===== config.mk =====
export PLATFORM = sky130hd
export DESIGN_NAME = frp_ctrl
export DESIGN_NICKNAME = d
export VERILOG_FILES = /design/src/logic/frp_id_check.v /design/src/logic/frp_op_seq.v /design/src/logic/frp_ctrl.v
export VERILOG_INCLUDE_DIRS = /design/src /design/src/common
export SDC_FILE = /design/constraint.sdc
export NUM_CORES = 1
export LEC_CHECK = 0
export ABC_AREA = 1
export BUFFER_PORTS_ARGS = -buffer_cell sky130_fd_sc_hd__buf_2
export CORE_AREA = 2 2 124 126
export CTS_CLUSTER_SIZE = 40
export DETAILED_ROUTE_END_ITERATION = 7
export DIE_AREA = 0 0 126 128
export HOLD_SLACK_MARGIN = 0.03
export PLACE_DENSITY = 0.93
export SLEW_MARGIN = 0
export SYNTH_ARGS = -nofsm -noshare
export SYNTH_HDL_FRONTEND = slang
export SYNTH_SLANG_ARGS = --single-unit
export TNS_END_PERCENT = 1

===== constraint.sdc =====
create_clock -name clk -period 7.65 [get_ports clk]
set_clock_uncertainty 0.05 [all_clocks]
set_input_delay 1.1475 -clock clk [delete_from_list [all_inputs] [get_ports clk]]
set_output_delay 1.1475 -clock clk [all_outputs]
set_load 0.02 [all_outputs]

===== src/common/frp_defs.vh =====
// Constants for the flash rewrite and protect controller
`ifndef FRP_DEFS_VH
`define FRP_DEFS_VH

// Flash addresses fetched after reset
`define FRP_OPT_ADDR     16'hffff
`define FRP_RVEC_ADDR    16'hfffc
`define FRP_ID_ADDR0     16'hffdf
`define FRP_ID_STRIDE    16'h0004
`define FRP_ID_BYTES     7
`define FRP_FETCH_LAST   4'ha

// Option byte field positions
`define FRP_OPT_WDT      0
`define FRP_OPT_PEN      2
`define FRP_OPT_PROT     3
`define FRP_OPT_VMON     6
`define FRP_OPT_CSP      7
`define FRP_ERASED_BYTE  8'hff

// User ROM map: data flash, program ROM, option block
`define FRP_DF_LO        16'h3000
`define FRP_DF_HI        16'h3fff
`define FRP_PR_LO        16'h4000
`define FRP_OPT_BLK_LO   16'hc000

// Operation lengths in clock cycles
`define FRP_PROG_CYCLES  16'd40
`define FRP_ERASE_CYCLES 16'd400

`endif


===== src/logic/frp_id_check.v =====
// Serial-mode ID code store and comparator
`timescale 1ns/1ps
`default_nettype none
`include "frp_defs.vh"

module frp_id_check #(
   parameter N = `FRP_ID_BYTES
) (
   input  wire       clk,       // System clock
   input  wire       rst_b,     // Sync reset, low
   input  wire       ref_we,    // Stored byte load strobe
   input  wire [2:0] ref_idx,   // Stored byte index
   input  wire [7:0] ref_data,  // Stored byte value
   input  wire       clear,     // Forget a past match
   input  wire       id_valid,  // Received byte strobe
   input  wire [7:0] id_data,   // Received byte
   output reg        match_reg  // All bytes matched
);

   reg [7:0] ref_mem [0:N-1];
   reg [2:0] idx_reg;
   reg       miss_reg;
   integer   i;

   // ----------------------------------------
   // Stored bytes, loaded once after reset
   // ----------------------------------------
   always @(posedge clk) begin
      if (!rst_b) begin
         for (i = 0; i < N; i = i + 1)
            ref_mem[i] <= `FRP_ERASED_BYTE;
      end else if (ref_we) begin
         ref_mem[ref_idx] <= ref_data;
      end
   end

   // ----------------------------------------
   // Byte-by-byte compare of a received code
   // ----------------------------------------
   // A new code may be sent after a failed one; the verdict
   // only changes when the last byte of a code arrives, or on reset or clear.
   always @(posedge clk) begin
      if (!rst_b || clear) begin
         idx_reg   <= 3'h0;
         miss_reg  <= 1'b0;
         match_reg <= 1'b0;
      end else if (id_valid) begin
         if (idx_reg == N - 1) begin
            idx_reg   <= 3'h0;
            miss_reg  <= 1'b0;
            match_reg <= !miss_reg && (id_data == ref_mem[idx_reg]);
         end else begin
            idx_reg  <= idx_reg + 3'h1;
            miss_reg <= miss_reg || (id_data != ref_mem[idx_reg]);
         end
      end
   end

endmodule // frp_id_check
`default_nettype wire


===== src/logic/frp_op_seq.v =====
// Program / erase sequencer with erase-suspend
`timescale 1ns/1ps
`default_nettype none
`include "frp_defs.vh"

module frp_op_seq #(
   parameter [15:0] PROG_CYCLES  = `FRP_PROG_CYCLES,
   parameter [15:0] ERASE_CYCLES = `FRP_ERASE_CYCLES
) (
   input  wire clk,         // System clock
   input  wire rst_b,       // Sync reset, low
   input  wire start,       // Accepted command pulse
   input  wire start_erase, // Command is a block erase
   input  wire susp_cond,   // Suspend condition level
   input  wire fail_in,     // Array verify failure
   output wire busy,        // Operation running
   output wire suspended,   // Erase is suspended
   output reg  prog_done,   // Program finished pulse
   output reg  erase_done,  // Erase finished pulse
   output reg  prog_err,    // Last program failed
   output reg  erase_err    // Last erase failed
);

   localparam [2:0] S_IDLE  = 3'h0;
   localparam [2:0] S_PROG  = 3'h1;
   localparam [2:0] S_ERASE = 3'h2;
   localparam [2:0] S_SUSP  = 3'h3;
   localparam [2:0] S_SPROG = 3'h4;

   reg [2:0]  st_reg;
   reg [15:0] pcnt_reg;
   reg [15:0] ecnt_reg;

   assign busy      = (st_reg == S_PROG) || (st_reg == S_ERASE) ||
                      (st_reg == S_SPROG);
   assign suspended = (st_reg == S_SUSP) || (st_reg == S_SPROG);

   // ----------------------------------------
   // Operation state machine
   // ----------------------------------------
   // The erase count is kept across a suspend so the erase
   // resumes where it stopped rather than starting over.
   always @(posedge clk) begin
      if (!rst_b) begin
         st_reg     <= S_IDLE;
         pcnt_reg   <= 16'h0000;
         ecnt_reg   <= 16'h0000;
         prog_done  <= 1'b0;
         erase_done <= 1'b0;
         prog_err   <= 1'b0;
         erase_err  <= 1'b0;
      end else begin
         prog_done  <= 1'b0;
         erase_done <= 1'b0;
         case (st_reg)
            S_IDLE: begin
               if (start && start_erase) begin
                  st_reg    <= S_ERASE;
                  ecnt_reg  <= ERASE_CYCLES - 16'h0001;
                  erase_err <= 1'b0;
               end else if (start) begin
                  st_reg   <= S_PROG;
                  pcnt_reg <= PROG_CYCLES - 16'h0001;
                  prog_err <= 1'b0;
               end
            end
            S_PROG, S_SPROG: begin
               if (pcnt_reg == 16'h0000) begin
                  st_reg    <= (st_reg == S_SPROG) ? S_SUSP : S_IDLE;
                  prog_done <= 1'b1;
                  prog_err  <= fail_in;
               end else begin
                  pcnt_reg <= pcnt_reg - 16'h0001;
               end
            end
            S_ERASE: begin
               if (ecnt_reg == 16'h0000) begin
                  st_reg     <= S_IDLE;
                  erase_done <= 1'b1;
                  erase_err  <= fail_in;
               end else if (susp_cond) begin
                  st_reg <= S_SUSP;
               end else begin
                  ecnt_reg <= ecnt_reg - 16'h0001;
               end
            end
            S_SUSP: begin
               if (start && !start_erase) begin
                  st_reg   <= S_SPROG;
                  pcnt_reg <= PROG_CYCLES - 16'h0001;
                  prog_err <= 1'b0;
               end else if (!susp_cond) begin
                  st_reg <= S_ERASE;
               end
            end
            default: st_reg <= S_IDLE;
         endcase
      end
   end

endmodule // frp_op_seq
`default_nettype wire


===== src/logic/frp_ctrl.v =====
// Flash rewrite mode, protection and option byte controller
`timescale 1ns/1ps
`default_nettype none
`include "frp_defs.vh"

module frp_ctrl #(
   parameter [15:0] PROG_CYCLES  = `FRP_PROG_CYCLES,
   parameter [15:0] ERASE_CYCLES = `FRP_ERASE_CYCLES
) (
   input  wire        clk,                // 200 MHz clock
   input  wire        rst_b,              // Sync reset, low
   // Mode selection
   input  wire        serial_mode,        // Serial programmer mode
   input  wire        parallel_mode,      // Parallel programmer mode
   input  wire        cpu_rewrite_enable, // CPU rewrite enabled
   input  wire        submode_select,     // 1: sub-mode one
   // Suspend control
   input  wire        suspend_enable,     // Suspend allowed
   input  wire        suspend_request,    // Software suspend
   input  wire        interrupt_suspend_enable, // Irq suspend
   input  wire        irq_pending,        // Enabled irq pending
   // Flash array read port for start-up fetch
   output reg         fl_rd_req,          // Read request
   output reg  [15:0] fl_rd_addr,         // Read address
   input  wire        fl_rd_valid,        // Read data valid
   input  wire [7:0]  fl_rd_data,         // Read data
   // Command port shared by CPU and programmers
   input  wire        cmd_valid,          // Command request
   input  wire        cmd_erase,          // 1: block erase
   input  wire [15:0] cmd_addr,           // Target address
   input  wire [7:0]  cmd_data,           // Program data
   output reg         cmd_accept,         // Accepted pulse
   output reg         cmd_refuse,         // Refused pulse
   // Serial ID code
   input  wire        id_valid,           // ID byte strobe
   input  wire [7:0]  id_data,            // ID byte
   output wire        id_ok,              // Serial commands allowed
   // Flash array operation port
   output reg         array_start,        // Operation start pulse
   output reg         array_erase,        // Operation is erase
   output reg  [15:0] array_addr,         // Operation address
   output reg  [7:0]  array_data,         // Program data
   input  wire        array_fail,         // Verify failed
   output wire        array_suspend,      // Erase held
   // Status
   output wire        ready_busy_flag,    // 1 ready, 0 busy
   output wire        erase_error_flag,   // Erase failed
   output wire        program_error_flag, // Program failed
   output wire        erase_suspend_flag, // Erase suspended
   output wire        read_array_mode,    // Array readable
   output reg         cpu_hold,           // Hold CPU and DMA
   output reg         config_valid,       // Fetch finished
   output reg  [7:0]  option_select_byte, // Option byte copy
   output wire        parallel_protect,   // Protection active
   output wire        par_read_allow,     // Parallel reads allowed
   output wire        watchdog_start_sel, // Watchdog autostart
   output wire        voltage_monitor_start,    // Vmon reset on
   output wire        count_source_protect_init // Csp on
);

   localparam FS_FETCH = 1'b0;
   localparam FS_RUN   = 1'b1;

   reg        fs_reg;
   reg [3:0]  fidx_reg;
   reg        rvec_ff_reg;
   reg        op_df_reg;
   reg        hold_tgt_reg;
   reg [15:0] op_addr_reg;

   wire busy;
   wire suspended;
   wire prog_done;
   wire erase_done;
   wire match;
   wire prot_on;
   wire mode_ok;
   wire state_ok;
   wire accept;
   wire susp_cond;

   // ----------------------------------------
   // Address decode helpers
   // ----------------------------------------
   function is_data_flash;
      input [15:0] a;
      begin
         is_data_flash = (a >= `FRP_DF_LO) && (a <= `FRP_DF_HI);
      end
   endfunction

   // Boot ROM lies outside this window and is never a target
   function is_user_rom;
      input [15:0] a;
      begin
         is_user_rom = is_data_flash(a) || (a >= `FRP_PR_LO);
      end
   endfunction

   function [15:0] fetch_addr;
      input [3:0] k;
      begin
         if (k == 4'h0)
            fetch_addr = `FRP_OPT_ADDR;
         else if (k < 4'h4)
            fetch_addr = `FRP_RVEC_ADDR + {12'h000, k} - 16'h0001;
         else
            fetch_addr = `FRP_ID_ADDR0 +
                         {12'h000, k - 4'h4} * `FRP_ID_STRIDE;
      end
   endfunction

   // ----------------------------------------
   // Start-up fetch of option byte, vector, IDs
   // ----------------------------------------
   // Commands stay refused until the fetch ends so that
   // protection and ID checks never run on stale values.
   always @(posedge clk) begin
      if (!rst_b) begin
         fs_reg       <= FS_FETCH;
         fidx_reg     <= 4'h0;
         fl_rd_req    <= 1'b0;
         fl_rd_addr   <= 16'h0000;
         rvec_ff_reg  <= 1'b1;
         config_valid <= 1'b0;
      end else begin
         case (fs_reg)
            FS_FETCH: begin
               fl_rd_req  <= 1'b1;
               fl_rd_addr <= fetch_addr(fidx_reg);
               if (fl_rd_req && fl_rd_valid) begin
                  if (fidx_reg >= 4'h1 && fidx_reg <= 4'h3)
                     rvec_ff_reg <= rvec_ff_reg &&
                        (fl_rd_data == `FRP_ERASED_BYTE);
                  if (fidx_reg == `FRP_FETCH_LAST) begin
                     fs_reg       <= FS_RUN;
                     fl_rd_req    <= 1'b0;
                     config_valid <= 1'b1;
                  end else begin
                     fidx_reg   <= fidx_reg + 4'h1;
                     fl_rd_addr <= fetch_addr(fidx_reg + 4'h1);
                  end
               end
            end
            FS_RUN: fl_rd_req <= 1'b0;
            default: fs_reg <= FS_FETCH;
         endcase
      end
   end

   // ----------------------------------------
   // Option byte copy and its effects
   // ----------------------------------------
   // Program can only clear bits, so a program of the top
   // address ANDs in; an erase of its block restores all ones.
   always @(posedge clk) begin
      if (!rst_b) begin
         option_select_byte <= `FRP_ERASED_BYTE;
      end else if (fs_reg == FS_FETCH && fl_rd_req &&
                   fl_rd_valid && fidx_reg == 4'h0) begin
         option_select_byte <= fl_rd_data;
      end else if (erase_done && !erase_error_flag &&
                   op_addr_reg >= `FRP_OPT_BLK_LO) begin
         option_select_byte <= `FRP_ERASED_BYTE;
      end else if (prog_done && !program_error_flag &&
                   array_addr == `FRP_OPT_ADDR) begin
         option_select_byte <= option_select_byte & array_data;
      end
   end

   assign prot_on = option_select_byte[`FRP_OPT_PEN] &&
                    !option_select_byte[`FRP_OPT_PROT];
   assign parallel_protect = prot_on;
   assign par_read_allow   = parallel_mode && config_valid &&
                             !prot_on;
   assign watchdog_start_sel =
      !option_select_byte[`FRP_OPT_WDT];
   assign voltage_monitor_start =
      !option_select_byte[`FRP_OPT_VMON];
   assign count_source_protect_init =
      !option_select_byte[`FRP_OPT_CSP];

   // ----------------------------------------
   // Serial ID check
   // ----------------------------------------
   frp_id_check #(
      .N (`FRP_ID_BYTES)
   ) u_id (
      .clk       (clk),
      .rst_b     (rst_b),
      .ref_we    (fs_reg == FS_FETCH && fl_rd_req && fl_rd_valid &&
                  fidx_reg >= 4'h4),
      .ref_idx   (fidx_reg[2:0] - 3'h4),
      .ref_data  (fl_rd_data),
      .clear     (!serial_mode),
      .id_valid  (id_valid && serial_mode),
      .id_data   (id_data),
      .match_reg (match)
   );

   // Blank reset vector skips the check
   assign id_ok = serial_mode && config_valid &&
                  (rvec_ff_reg || match);

   // ----------------------------------------
   // Command acceptance
   // ----------------------------------------
   // Only one source is live at a time: the mode pins pick
   // serial, then parallel, else the CPU under its enable.
   assign mode_ok = serial_mode   ? id_ok :
                    parallel_mode ? !prot_on :
                    cpu_rewrite_enable;
   // While suspended only programs are taken
   assign state_ok = !busy && (!suspended || !cmd_erase);
   assign accept   = cmd_valid && config_valid && mode_ok &&
                     state_ok && is_user_rom(cmd_addr);

   // Suspend is a CPU-mode feature; sub-mode one takes the
   // software request only while data flash is rewritten.
   assign susp_cond = !serial_mode && !parallel_mode &&
      suspend_enable &&
      ((suspend_request && (!submode_select || op_df_reg)) ||
       (interrupt_suspend_enable && irq_pending));

   always @(posedge clk) begin
      if (!rst_b) begin
         cmd_accept  <= 1'b0;
         cmd_refuse  <= 1'b0;
         array_start <= 1'b0;
         array_erase <= 1'b0;
         array_addr  <= 16'h0000;
         array_data  <= 8'h00;
         op_addr_reg <= 16'h0000;
         op_df_reg   <= 1'b0;
      end else begin
         cmd_accept  <= accept;
         cmd_refuse  <= cmd_valid && !accept;
         array_start <= accept;
         if (accept) begin
            array_erase <= cmd_erase;
            array_addr  <= cmd_addr;
            array_data  <= cmd_data;
            // Keep the erase target while a program runs in
            // suspend, so the suspend rule and the option byte
            // clear still see it
            if (!suspended) begin
               op_df_reg   <= is_data_flash(cmd_addr);
               op_addr_reg <= cmd_addr;
            end
         end
      end
   end

   // ----------------------------------------
   // Operation sequencer
   // ----------------------------------------
   frp_op_seq #(
      .PROG_CYCLES  (PROG_CYCLES),
      .ERASE_CYCLES (ERASE_CYCLES)
   ) u_seq (
      .clk         (clk),
      .rst_b       (rst_b),
      .start       (accept),
      .start_erase (cmd_erase),
      .susp_cond   (susp_cond),
      .fail_in     (array_fail),
      .busy        (busy),
      .suspended   (suspended),
      .prog_done   (prog_done),
      .erase_done  (erase_done),
      .prog_err    (program_error_flag),
      .erase_err   (erase_error_flag)
   );

   assign ready_busy_flag    = !busy;
   assign erase_suspend_flag = suspended;
   assign array_suspend      = suspended && !busy;
   assign read_array_mode    = !busy;

   // ----------------------------------------
   // CPU and transfer controller hold
   // ----------------------------------------
   // Only sub-mode one on program ROM holds; data flash work
   // runs in the background and sub-mode zero never holds.
   // The target class is latched at accept and the hold follows
   // busy, so the CPU is freed on the edge that ready returns.
   always @(posedge clk) begin
      if (!rst_b) begin
         hold_tgt_reg <= 1'b0;
      end else if (accept) begin
         hold_tgt_reg <= submode_select && !serial_mode &&
                         !parallel_mode && !is_data_flash(cmd_addr);
      end
   end

   always @* begin
      cpu_hold = hold_tgt_reg && busy;
   end

endmodule // frp_ctrl
`default_nettype wire


==> impl_metrics.py, run 1 <==
metrics = {
    "timing": {
        "hold_viol_final": 0,
        "fmax_ghz": 0.293,
        "timing.hold.ws_ps": 423,
        "drv_slew": 0,
        "rsz0062_at_grt": "no",
        "worstMarginPinSlew_ps": 1150,
        "period_needed_ps": 3410,
        "relSlewSlack": 0.226,
        "finalSetupViolCount": 0,
        "fin_tns_setup_ps": 0,
        "period_share": 0.445,
    },
    "die": {
        "die_y_um": 128,
        "rows": 45,
        "ioPinCount": 122,
        "die_area_sq_um": 16100,
        "die_x_um": 126,
        "start_util": 0.577,
        "core_area_sq_um": 14900,
    },
    "clock_network": {
        "cts_resized": 0,
        "cts_made_buffers": 17,
        "cts_tree": "done",
        "cts_htree_levels": 4,
        "cts_sinks": 166,
        "cts_hold_buf": 0,
        "insertion_delay_ps": 440,
        "root_buffer": "clkbuf_16",
        "clkTransAtPathRegs_ps": 70,
        "cts.path.max_buffers": 2,
        "post_cts_buffers": 0,
    },
    "synth": {
        "synthFlopType": "dfxtp_1",
        "synthesis.nets": 1247,
        "synth_cells": 1176,
        "synth_area_sq_um": 8580,
        "syn_avg_cell_area_sq_um": 7.30,
        "synth_edf_count": 56,
        "yosys_warnings": 0,
        "synthArstFlopShare": 0,
        "seq_area_frac_synth": 0.453,
        "yosysUniqueCellTypes": 46,
        "ys_ff_latch": 166,
    },
    "drt": {
        "drc": 0,
        "routed_via_density": 5.64,
        "drt-total-wl_um": 22700,
        "firstDrtPassIters": 8,
        "vias": 8302,
        "antenna_left": 0,
        "drt_iter0_drc": 882,
        "wl_per_cell_um": 15.4,
    },
    "critical_path": {
        "cp_max_fo": 75,
        "start_kind": "primary input",
        "criticalPathCategory": "primary input to register",
        "cp.arrival_ps": 3410,
        "path_delay_family": "compound AO/OA/AOI/OAI gates",
        "cp_slowest_stage_delay_ps": 900,
        "cp_num_buf_inv": 3,
        "worstPathCellList": "buf_2 > buf_4 > nand2_1 > nor2_1 > inv_1 > o21ai_0",
        "slowest_stage": "o21ai_0",
        "worst_setup_path_end_kind": "register",
        "crit_required_ps": 7660,
        "worstRegToRegCells": 7,
        "cp_num_cells": 6,
    },
    "cells_and_area": {
        "stdcell_count": 1473,
        "layout-drive-gt1-share": 0.147,
        "largest_reg_flops": 64,
        "regArea_sq_um": 3880,
        "nets": 1343,
        "diodes": 0,
        "largest_register": "u_id.ref_mem",
        "multi_input_area_sq_um": 3870,
        "final_util": 0.655,
        "area_growth_pct": 13.5,
        "nFillCells": 1188,
    },
    "min_path": {
        "min_path_type": "register to register",
        "holdPathStages": 2,
    },
    "global_routing": {
        "antenna_found_initial": 0,
        "grt_overflow": 0,
        "grt_pass1_vias": 7680,
        "grt.total_usage": 0.283,
        "grt_pass1_wl_um": 36800,
        "grt_max_degree": 76,
    },
    "power_and_ir_drop": {
        "ir_worst_vdd_v": 0.000160,
        "leakagePower_nw": 4.63,
        "power_w": 0.00249,
        "p_per_area_nw_per_um2": 256,
    },
    "outcome": {
        "status": "finished, final reports clean",
    },
    "placement": {
        "gp_congestion": 0.928,
        "port_buffers": 121,
        "dp_hpwl_um": 15800,
        "place_inst": 1441,
    },
    "run": {
        "max-cap-violations": 0,
    },
}
## power breakdown
part	internal, W	switching (W)
sequential	0.000959	0.0000463
combinational	0.000207	0.000456
clock	0.000430	0.000396
## routing by layer
metal	track usage	routed length (um)	vias up
met1	0.355	8770	3791
met5	0	0	-
met4	0.136	845	0
met2	0.464	10800	458
met3	0.0634	2240	72
li1	-	-	3981
## final timing paths
path / startpoint / end / slack (ps)
worst max-delay path: rst_b / u_id.ref_mem[4][0] / 4240
worst max register to register: fidx_reg[2] / u_id.ref_mem[4][0] / 4300
worst min-delay path: hold_tgt_reg / hold_tgt_reg / 420
worst min register to register: hold_tgt_reg / hold_tgt_reg / 420
## cell type report
type,count,area share
tap,188,0.0241
clock inverter,15,0.0140
multi-input combinational,812,0.397
sequential,166,0.399
inverter,151,0.0582
clock buffer,17,0.0437
timing repair buffer,124,0.0645
## layout by cell type (no fill, tap or decap), drive strengths merged, types with 6 or more instances in the layout
cell type / n
ha: 16
nand3: 80
nor3: 15
nand4: 19
nor2: 187
dfxtp: 110
nand2: 289
o21ai: 93
xor2: 10
inv: 160
clkbuf: 17
a21oi: 64
edfxtp: 56
buf: 124
o211ai: 6
## logic make-up after synthesis
group                    count (synthesis)  synth area share
AND/OR/NAND/NOR                        604             0.301
buffers and inverters                  198            0.0970
AO/OA/AOI/OAI                          178             0.112
flip-flops                             166             0.453
adder cells (fa/ha/maj)                 16            0.0233
XOR/XNOR                                14            0.0143
## worst register-to-register path: cells and delay by family, from the launching register on
family,cells,cell delay (ps)
AND/OR/NAND/NOR,3,680
buffers and inverters,2,340
AO/OA/AOI/OAI,1,900
flip-flops,1,610
adder cells (fa/ha/maj),1,390
## cells in the mapped netlist (3+ instances only)
master | number | area share
edfxtp_1 | 56 | 0.20
o21ai_0 | 89 | 0.052
nand3b_1 | 3 | 0.0026
buf_1 | 4 | 0.0017
buf_6 | 3 | 0.0039
nand2_1 | 276 | 0.12
or2_2 | 4 | 0.0029
o21ai_1 | 4 | 0.0023
xnor2_1 | 4 | 0.0041
nand2_2 | 12 | 0.0087
clkbuf_1 | 17 | 0.0074
ha_1 | 16 | 0.023
nor3_1 | 15 | 0.0087
nand4_1 | 18 | 0.013
buf_2 | 11 | 0.0064
nand3_1 | 76 | 0.044
xor2_1 | 10 | 0.010
nand3_2 | 3 | 0.0035
o211ai_1 | 6 | 0.0052
inv_1 | 148 | 0.065
a31oi_1 | 5 | 0.0036
dfxtp_1 | 110 | 0.26
buf_4 | 11 | 0.0096
nor2_1 | 184 | 0.080
a21oi_1 | 58 | 0.034
a21oi_2 | 6 | 0.0061
## stage by stage
step	instance area, sq um	setup WS (ps)
floorplan	8580	4620
global placement	9180	4010
detailed placement	9180	3810
CTS	9740	4280
global route	9740	3950
finish	9740	4240
No activity file was read; power rests on OpenSTA's default activity.
==> run 2: changes to the inputs <==
--- a/config.mk
+++ b/config.mk
@@ -8,12 +8,12 @@
 export LEC_CHECK = 0
 export ABC_AREA = 1
 export BUFFER_PORTS_ARGS = -buffer_cell sky130_fd_sc_hd__buf_2
-export CORE_AREA = 2 2 124 126
+export CORE_AREA = 2 2 125 127
 export CTS_CLUSTER_SIZE = 40
 export DETAILED_ROUTE_END_ITERATION = 7
-export DIE_AREA = 0 0 126 128
+export DIE_AREA = 0 0 127 129
 export HOLD_SLACK_MARGIN = 0.03
-export PLACE_DENSITY = 0.93
+export PLACE_DENSITY = 0.92
 export SLEW_MARGIN = 0
 export SYNTH_ARGS = -nofsm -noshare
 export SYNTH_HDL_FRONTEND = slang
==> constraint.sdc (replaced) <==
create_clock -name clk -period 3.4 [get_ports clk]
set_clock_uncertainty 0.05 [all_clocks]
set_input_delay 0.51 -clock clk [delete_from_list [all_inputs] [get_ports clk]]
set_output_delay 0.51 -clock clk [all_outputs]
set_load 0.02 [all_outputs]
==> run 2 against run 1 <==
  * Cell count rose by 0.68%
  * Clock power rose by 130%
  * Design area rose by 0.90%
  * Largest cell class unchanged
  * Critical endpoint is now u_id.ref_mem[4][1]
  * Non-clock buffer count rose by 10
  * Register-to-register slack got worse by 3600 ps
==> impl_metrics.py, run 2 (synthesized netlist as in run 1, its figures left out) <==
metrics = {
    "critical_path": {
        "cp_max_fo": 11,
        "crit_required_ps": 3510,
        "cp_num_buf_inv": 2,
        "cp_slowest_stage_delay_ps": 490,
        "crit_top_cell": "nor2_1",
        "path_delay_family": "simple AND/OR/NAND/NOR gates",
        "slowest_stage": "dfxtp_1",
        "criticalPathCategory": "register to register",
        "cp.arrival_ps": 2800,
        "worst_setup_path_end_kind": "register",
        "worstPathCellList": "inv_1 > ha_1 > nor2_1 > nand2_1 > nor2_1 > inv_1 > nor2_1 > nand2_1",
        "start_kind": "register",
    },
    "drt": {
        "drt_iter0_drc": 681,
        "vias": 8163,
        "drc": 0,
        "antenna_left": 0,
        "firstDrtPassIters": 5,
        "wl_per_cell_um": 15.4,
        "routed_via_density": 5.50,
        "drt-total-wl_um": 22800,
    },
    "cells_and_area": {
        "largest_reg_flops": 64,
        "area_growth_pct": 14.5,
        "layout-drive-gt1-share": 0.153,
        "nets": 1353,
        "most-common-layout-cells": "276 x nand2_1, 184 x nor2_1, 148 x inv_1, 121 x buf_2, 110 x dfxtp_1",
        "largest_register": "u_id.ref_mem",
        "final_common_cell": "nand2_1",
        "diodes": 0,
    },
    "die": {
        "core_area_sq_um": 15000,
        "die_y_um": 129,
        "start_util": 0.573,
        "ioPinCount": 122,
        "rows": 45,
        "die_area_sq_um": 16400,
        "die_x_um": 127,
    },
    "clock_network": {
        "insertion_delay_ps": 430,
        "post_cts_buffers": 0,
        "root_buffer": "clkbuf_16",
        "cts_sinks": 166,
        "cts.path.max_buffers": 2,
        "cts_made_buffers": 17,
        "cts_tree": "done",
        "cts_hold_buf": 0,
        "cts_resized": 0,
        "clkTransAtPathRegs_ps": 70,
        "cts_htree_levels": 4,
    },
    "placement": {
        "gp_congestion": 0.931,
        "port_buffers": 121,
        "dp_hpwl_um": 15900,
    },
    "timing": {
        "fmax_ghz": 0.371,
        "rsz0062_at_grt": "no",
        "period_share": 0.793,
        "relSlewSlack": 0.378,
        "finalSetupViolCount": 0,
        "hold_viol_final": 0,
        "fin_tns_setup_ps": 0,
        "worstMarginPinSlew_ps": 931,
        "drv_slew": 0,
        "period_needed_ps": 2690,
    },
    "power_and_ir_drop": {
        "p_seq_frac": 0.400,
        "leakagePower_nw": 4.68,
        "ir_worst_vdd_v": 0.000513,
        "power_w": 0.00565,
        "intPower_w": 0.00366,
        "p_sw_w": 0.00199,
        "swShare": 0.352,
        "p_comb_frac": 0.266,
        "clkPwrFrac": 0.334,
        "p_per_area_nw_per_um2": 574,
    },
    "run": {
        "max-cap-violations": 0,
    },
    "global_routing": {
        "met2_usage": 0.469,
        "busiest_layer": "met2",
        "grt_use_met1": 0.352,
        "grt_max_degree": 75,
        "grt_pass1_wl_um": 36700,
        "use_met3": 0.0520,
        "grt_pass1_vias": 7687,
        "grt.total_usage": 0.281,
        "antenna_found_initial": 0,
        "grt_overflow": 0,
    },
    "outcome": {
        "status": "finished, final reports clean",
    },
    "min_path": {
        "min_path_type": "primary input to register",
    },
}
[run 2: final cells by class]
class,instances,area (sq um)
repair buffers,134,703
multi-input cells,812,3870
clock buffers,18,429
inverters,151,567
well taps,188,235
fillers,1249,5150
clock inverters,14,145
flip-flops and latches,166,3880
[run 2: worst paths after layout]
path | slack, ps | cells past startpoint | endpoint | from
max | 710 | 8 | u_id.ref_mem[4][1] | fidx_reg[3]
min | 250 | 3 | array_addr[5] | cmd_addr[5]
max reg2reg | 710 | 8 | u_id.ref_mem[4][1] | fidx_reg[3]
min reg2reg | 410 | 2 | op_addr_reg[14] | op_addr_reg[14]
[run 2: worst register-to-register path, delay by kind of cell (launching register included)]
family	cells	cell delay, ps
and+or+nand+nor	5	1280
buffers and inverters	2	260
adders and majority gates	1	330
DFF	1	490
[run 2: power groups by stage]
stage	sequential (W)	combinational, W	clock (W)
finish	0.00226	0.00150	0.00189
global route	0.00227	0.00169	0.00198
CTS	0.00225	0.00149	0.00189
global placement	0.00229	0.00142	0
detailed placement	0.00229	0.00147	0
floorplan	0.00230	0.00116	0
[run 2: stage by stage]
step	area, sq um	worst slack (ps)	hold WS [ps]	cells	utilization
global route	9830	495	242	1483	0.656
global placement	9260	844	398	1451	0.618
CTS	9830	753	242	1483	0.656
finish	9830	705	250	1483	0.656
detailed placement	9260	737	402	1451	0.618
floorplan	8580	907	369	1176	-
[run 2: per-layer routing]
metal  wire [um]  share of wire
met4         908          0.040
met2       10800           0.47
met5           0              0
met1        9240           0.40
met3        1880          0.082
==> run 3: changes to the inputs <==
--- a/config.mk
+++ b/config.mk
@@ -6,12 +6,12 @@
 export SDC_FILE = /design/constraint.sdc
 export NUM_CORES = 1
 export LEC_CHECK = 0
-export ABC_AREA = 1
+export ABC_AREA = 0
 export BUFFER_PORTS_ARGS = -buffer_cell sky130_fd_sc_hd__buf_2
-export CORE_AREA = 2 2 125 127
+export CORE_AREA = 2 2 123 125
 export CTS_CLUSTER_SIZE = 40
 export DETAILED_ROUTE_END_ITERATION = 7
-export DIE_AREA = 0 0 127 129
+export DIE_AREA = 0 0 125 127
 export HOLD_SLACK_MARGIN = 0.03
 export PLACE_DENSITY = 0.92
 export SLEW_MARGIN = 0
==> constraint.sdc (replaced) <==
create_clock -name clk -period 2.7 [get_ports clk]
set_clock_uncertainty 0.05 [all_clocks]
set_input_delay 0.405 -clock clk [delete_from_list [all_inputs] [get_ports clk]]
set_output_delay 0.405 -clock clk [all_outputs]
set_load 0.02 [all_outputs]
==> run 3 against run 2 <==
  * Worst setup slack got worse by 580 ps
  * Highest routed layer unchanged
  * Hold slack got worse by 96 ps
  * Die area down 3.1%
  * Sequential power increased by 16%
  * Non-clock buffer count is 19 higher
==> impl_metrics.py, run 3 <==
metrics = {
    "synth": {
        "synth_commonest_cells": "110 x dfxtp_1, 110 x nor2_1, 91 x nand2_1",
        "synth_top_area_frac": 0.265,
        "synthesis.nets": 942,
        "synthArstFlopShare": 0,
        "yosysTopAreaCell": "dfxtp_1",
        "seq_area_frac_synth": 0.468,
        "ys_ff_latch": 166,
        "synth_edf_count": 56,
        "syn_avg_cell_area_sq_um": 9.53,
        "synth.area.top_cells": "dfxtp_1 27%, edfxtp_1 20%, mux2i_1 5.2%, nor2_1 5.0%, nand2_1 4.1%",
        "synth_cells": 871,
        "yosysUniqueCellTypes": 72,
        "synth_area_sq_um": 8300,
        "synthFlopType": "dfxtp_1",
        "yosys_warnings": 0,
    },
    "die": {
        "die_y_um": 127,
        "start_util": 0.575,
        "rows": 44,
        "ioPinCount": 122,
        "die_area_sq_um": 15900,
        "die_x_um": 125,
        "core_area_sq_um": 14400,
    },
    "power_and_ir_drop": {
        "p_per_area_nw_per_um2": 568,
        "ir_worst_vdd_v": 0.000482,
        "leakagePower_nw": 3.92,
    },
    "cells_and_area": {
        "stdcell_count": 1184,
        "final_common_cell": "buf_2",
        "area_growth_pct": 17.2,
        "nets": 1059,
        "most-common-layout-cells": "121 x buf_2, 110 x nor2_1, 110 x dfxtp_1, 91 x nand2_1, 56 x edfxtp_1",
        "design_area_sq_um": 9720,
        "diodes": 0,
        "largest_reg_flops": 64,
        "layout-drive-gt1-share": 0.233,
        "regArea_sq_um": 3880,
        "largest_register": "u_id.ref_mem",
        "nFillCells": 1016,
        "multi_input_area_sq_um": 3970,
    },
    "critical_path": {
        "reg2reg_to": "option_select_byte[1]",
        "crit_top_cell": "nor2b_1",
        "worstPathCellList": "nor2b_1 > nor2b_1 > nor2_1 > nor2b_1 > buf_2",
        "start_kind": "register",
        "setup.worst_path.start": "u_seq.st_reg[1]",
        "cp.arrival_ps": 2120,
        "ff2ff_setup_slack_ps": 140,
        "cp_slowest_stage_delay_ps": 590,
        "cp_max_fo": 14,
        "criticalPathCategory": "register to output port",
        "worst_setup_path_end_kind": "output port",
        "crit_required_ps": 2250,
        "slowest_stage": "dfxtp_1",
        "worstRegToRegCells": 9,
        "cp-endpoint": "cpu_hold",
        "crit-reg2reg-launch": "fidx_reg[2]",
    },
    "timing": {
        "hold_viol_final": 0,
        "rsz0062_at_grt": "no",
        "period_needed_ps": 2570,
        "drv_slew": 0,
        "fin_tns_setup_ps": 0,
        "layout_setup_ws_ps": 129,
        "finalSetupViolCount": 0,
        "relSlewSlack": 0.464,
        "fmax_ghz": 0.389,
        "worstMarginPinSlew_ps": 796,
        "period_share": 0.952,
        "timing.hold.ws_ps": 153,
    },
    "placement": {
        "place_inst": 1153,
        "dp_worst_setup_slack_ps": 148,
        "gp_congestion": 0.956,
        "dp_hpwl_um": 14800,
        "placedInstanceArea_sq_um": 9100,
        "port_buffers": 121,
    },
    "global_routing": {
        "antenna_found_initial": 0,
        "grt_max_degree": 48,
        "grt_overflow": 0,
        "grt_pass1_wl_um": 34100,
        "grt_pass1_vias": 6608,
        "grt.total_usage": 0.269,
    },
    "clock_network": {
        "cts_htree_levels": 4,
        "cts_made_buffers": 17,
        "cts.path.max_buffers": 2,
        "insertion_delay_ps": 430,
        "cts_sinks": 166,
        "post_cts_buffers": 0,
        "cts_tree": "done",
        "clkTransAtPathRegs_ps": 60,
        "root_buffer": "clkbuf_16",
    },
    "drt": {
        "drt_iter0_drc": 704,
        "wl_per_cell_um": 18.0,
        "wl_met1_um": 8760,
        "dr_wl_met3_um": 1500,
        "dr_wl_met2_um": 10500,
        "firstDrtPassIters": 5,
        "vias": 7068,
        "routed_via_density": 5.97,
        "antenna_left": 0,
        "drc": 0,
        "drt-total-wl_um": 21300,
        "top_layer_used": "met4",
    },
    "run": {
        "max-cap-violations": 0,
    },
    "outcome": {
        "status": "finished, final reports clean",
    },
    "min_path": {
        "min_path_type": "primary input to register",
    },
}
-- run 3: repair_timing --
item / in CTS / in global routing
hold buffers: 0 / 0
endpoints found under the setup margin: 0 / 4
resized for setup: 0 / 2
-- run 3: critical path, delay by kind of cell (launching register included) --
family                 cells  cell delay (ps)
buffers and inverters      1              170
DFF                        1              590
and+or+nand+nor            4              930
-- run 3: routing by layer --
metal,vias up,GRT usage
met2,334,0.445
met5,-,0
met1,3351,0.346
met3,52,0.0603
met4,0,0.105
li1,3331,-
-- run 3: area by class of cell --
type / count / share of cell area
Inverter: 40 / 0.0158
Sequential cell: 166 / 0.399
Timing Repair Buffer: 153 / 0.0896
Tap cell: 184 / 0.0237
Clock buffer: 19 / 0.0455
Clock inverter: 12 / 0.0179
Multi-Input combinational cell: 610 / 0.408
-- run 3: report_power, final --
part           switching [W]  internal, W  total, W
Clock                0.00100      0.00157   0.00257
Sequential         0.0000175      0.00260   0.00262
Combinational       0.000220     0.000114  0.000335
-- run 3: stage by stage --
step                total power, W  utilization
floorplan                  0.00286            -
global placement           0.00299        0.631
detailed placement         0.00300        0.631
CTS                        0.00554        0.673
global route               0.00568        0.674
finish                     0.00552        0.674
-- run 3: worst min-delay path by stage --
stage	end	start	cells after the start	slack [ps]
2_1_floorplan	rvec_ff_reg	rvec_ff_reg	2	370
6_report	array_data[6]	cmd_data[6]	3	150
4_1_cts	array_data[6]	cmd_data[6]	3	130
3_5_place_dp	option_select_byte[5]	option_select_byte[5]	1	390
3_3_place_gp	rvec_ff_reg	rvec_ff_reg	2	380
5_1_grt	array_data[6]	cmd_data[6]	3	160
-- run 3: cells by family (layout without fill, tap and decap cells) --
| logic type | count (synthesis) | after routing | synth area share |
|---|---|---|---|
| muxes | 57 | 57 | 0.0858 |
| xor gates and xnor gates | 24 | 24 | 0.0253 |
| AOI/OAI and AO/OA | 169 | 169 | 0.136 |
| DFF | 166 | 166 | 0.468 |
| buffers and inverters | 95 | 224 | 0.0544 |
| adders and majority gates | 16 | 16 | 0.0241 |
| and+or+nand+nor | 344 | 344 | 0.206 |
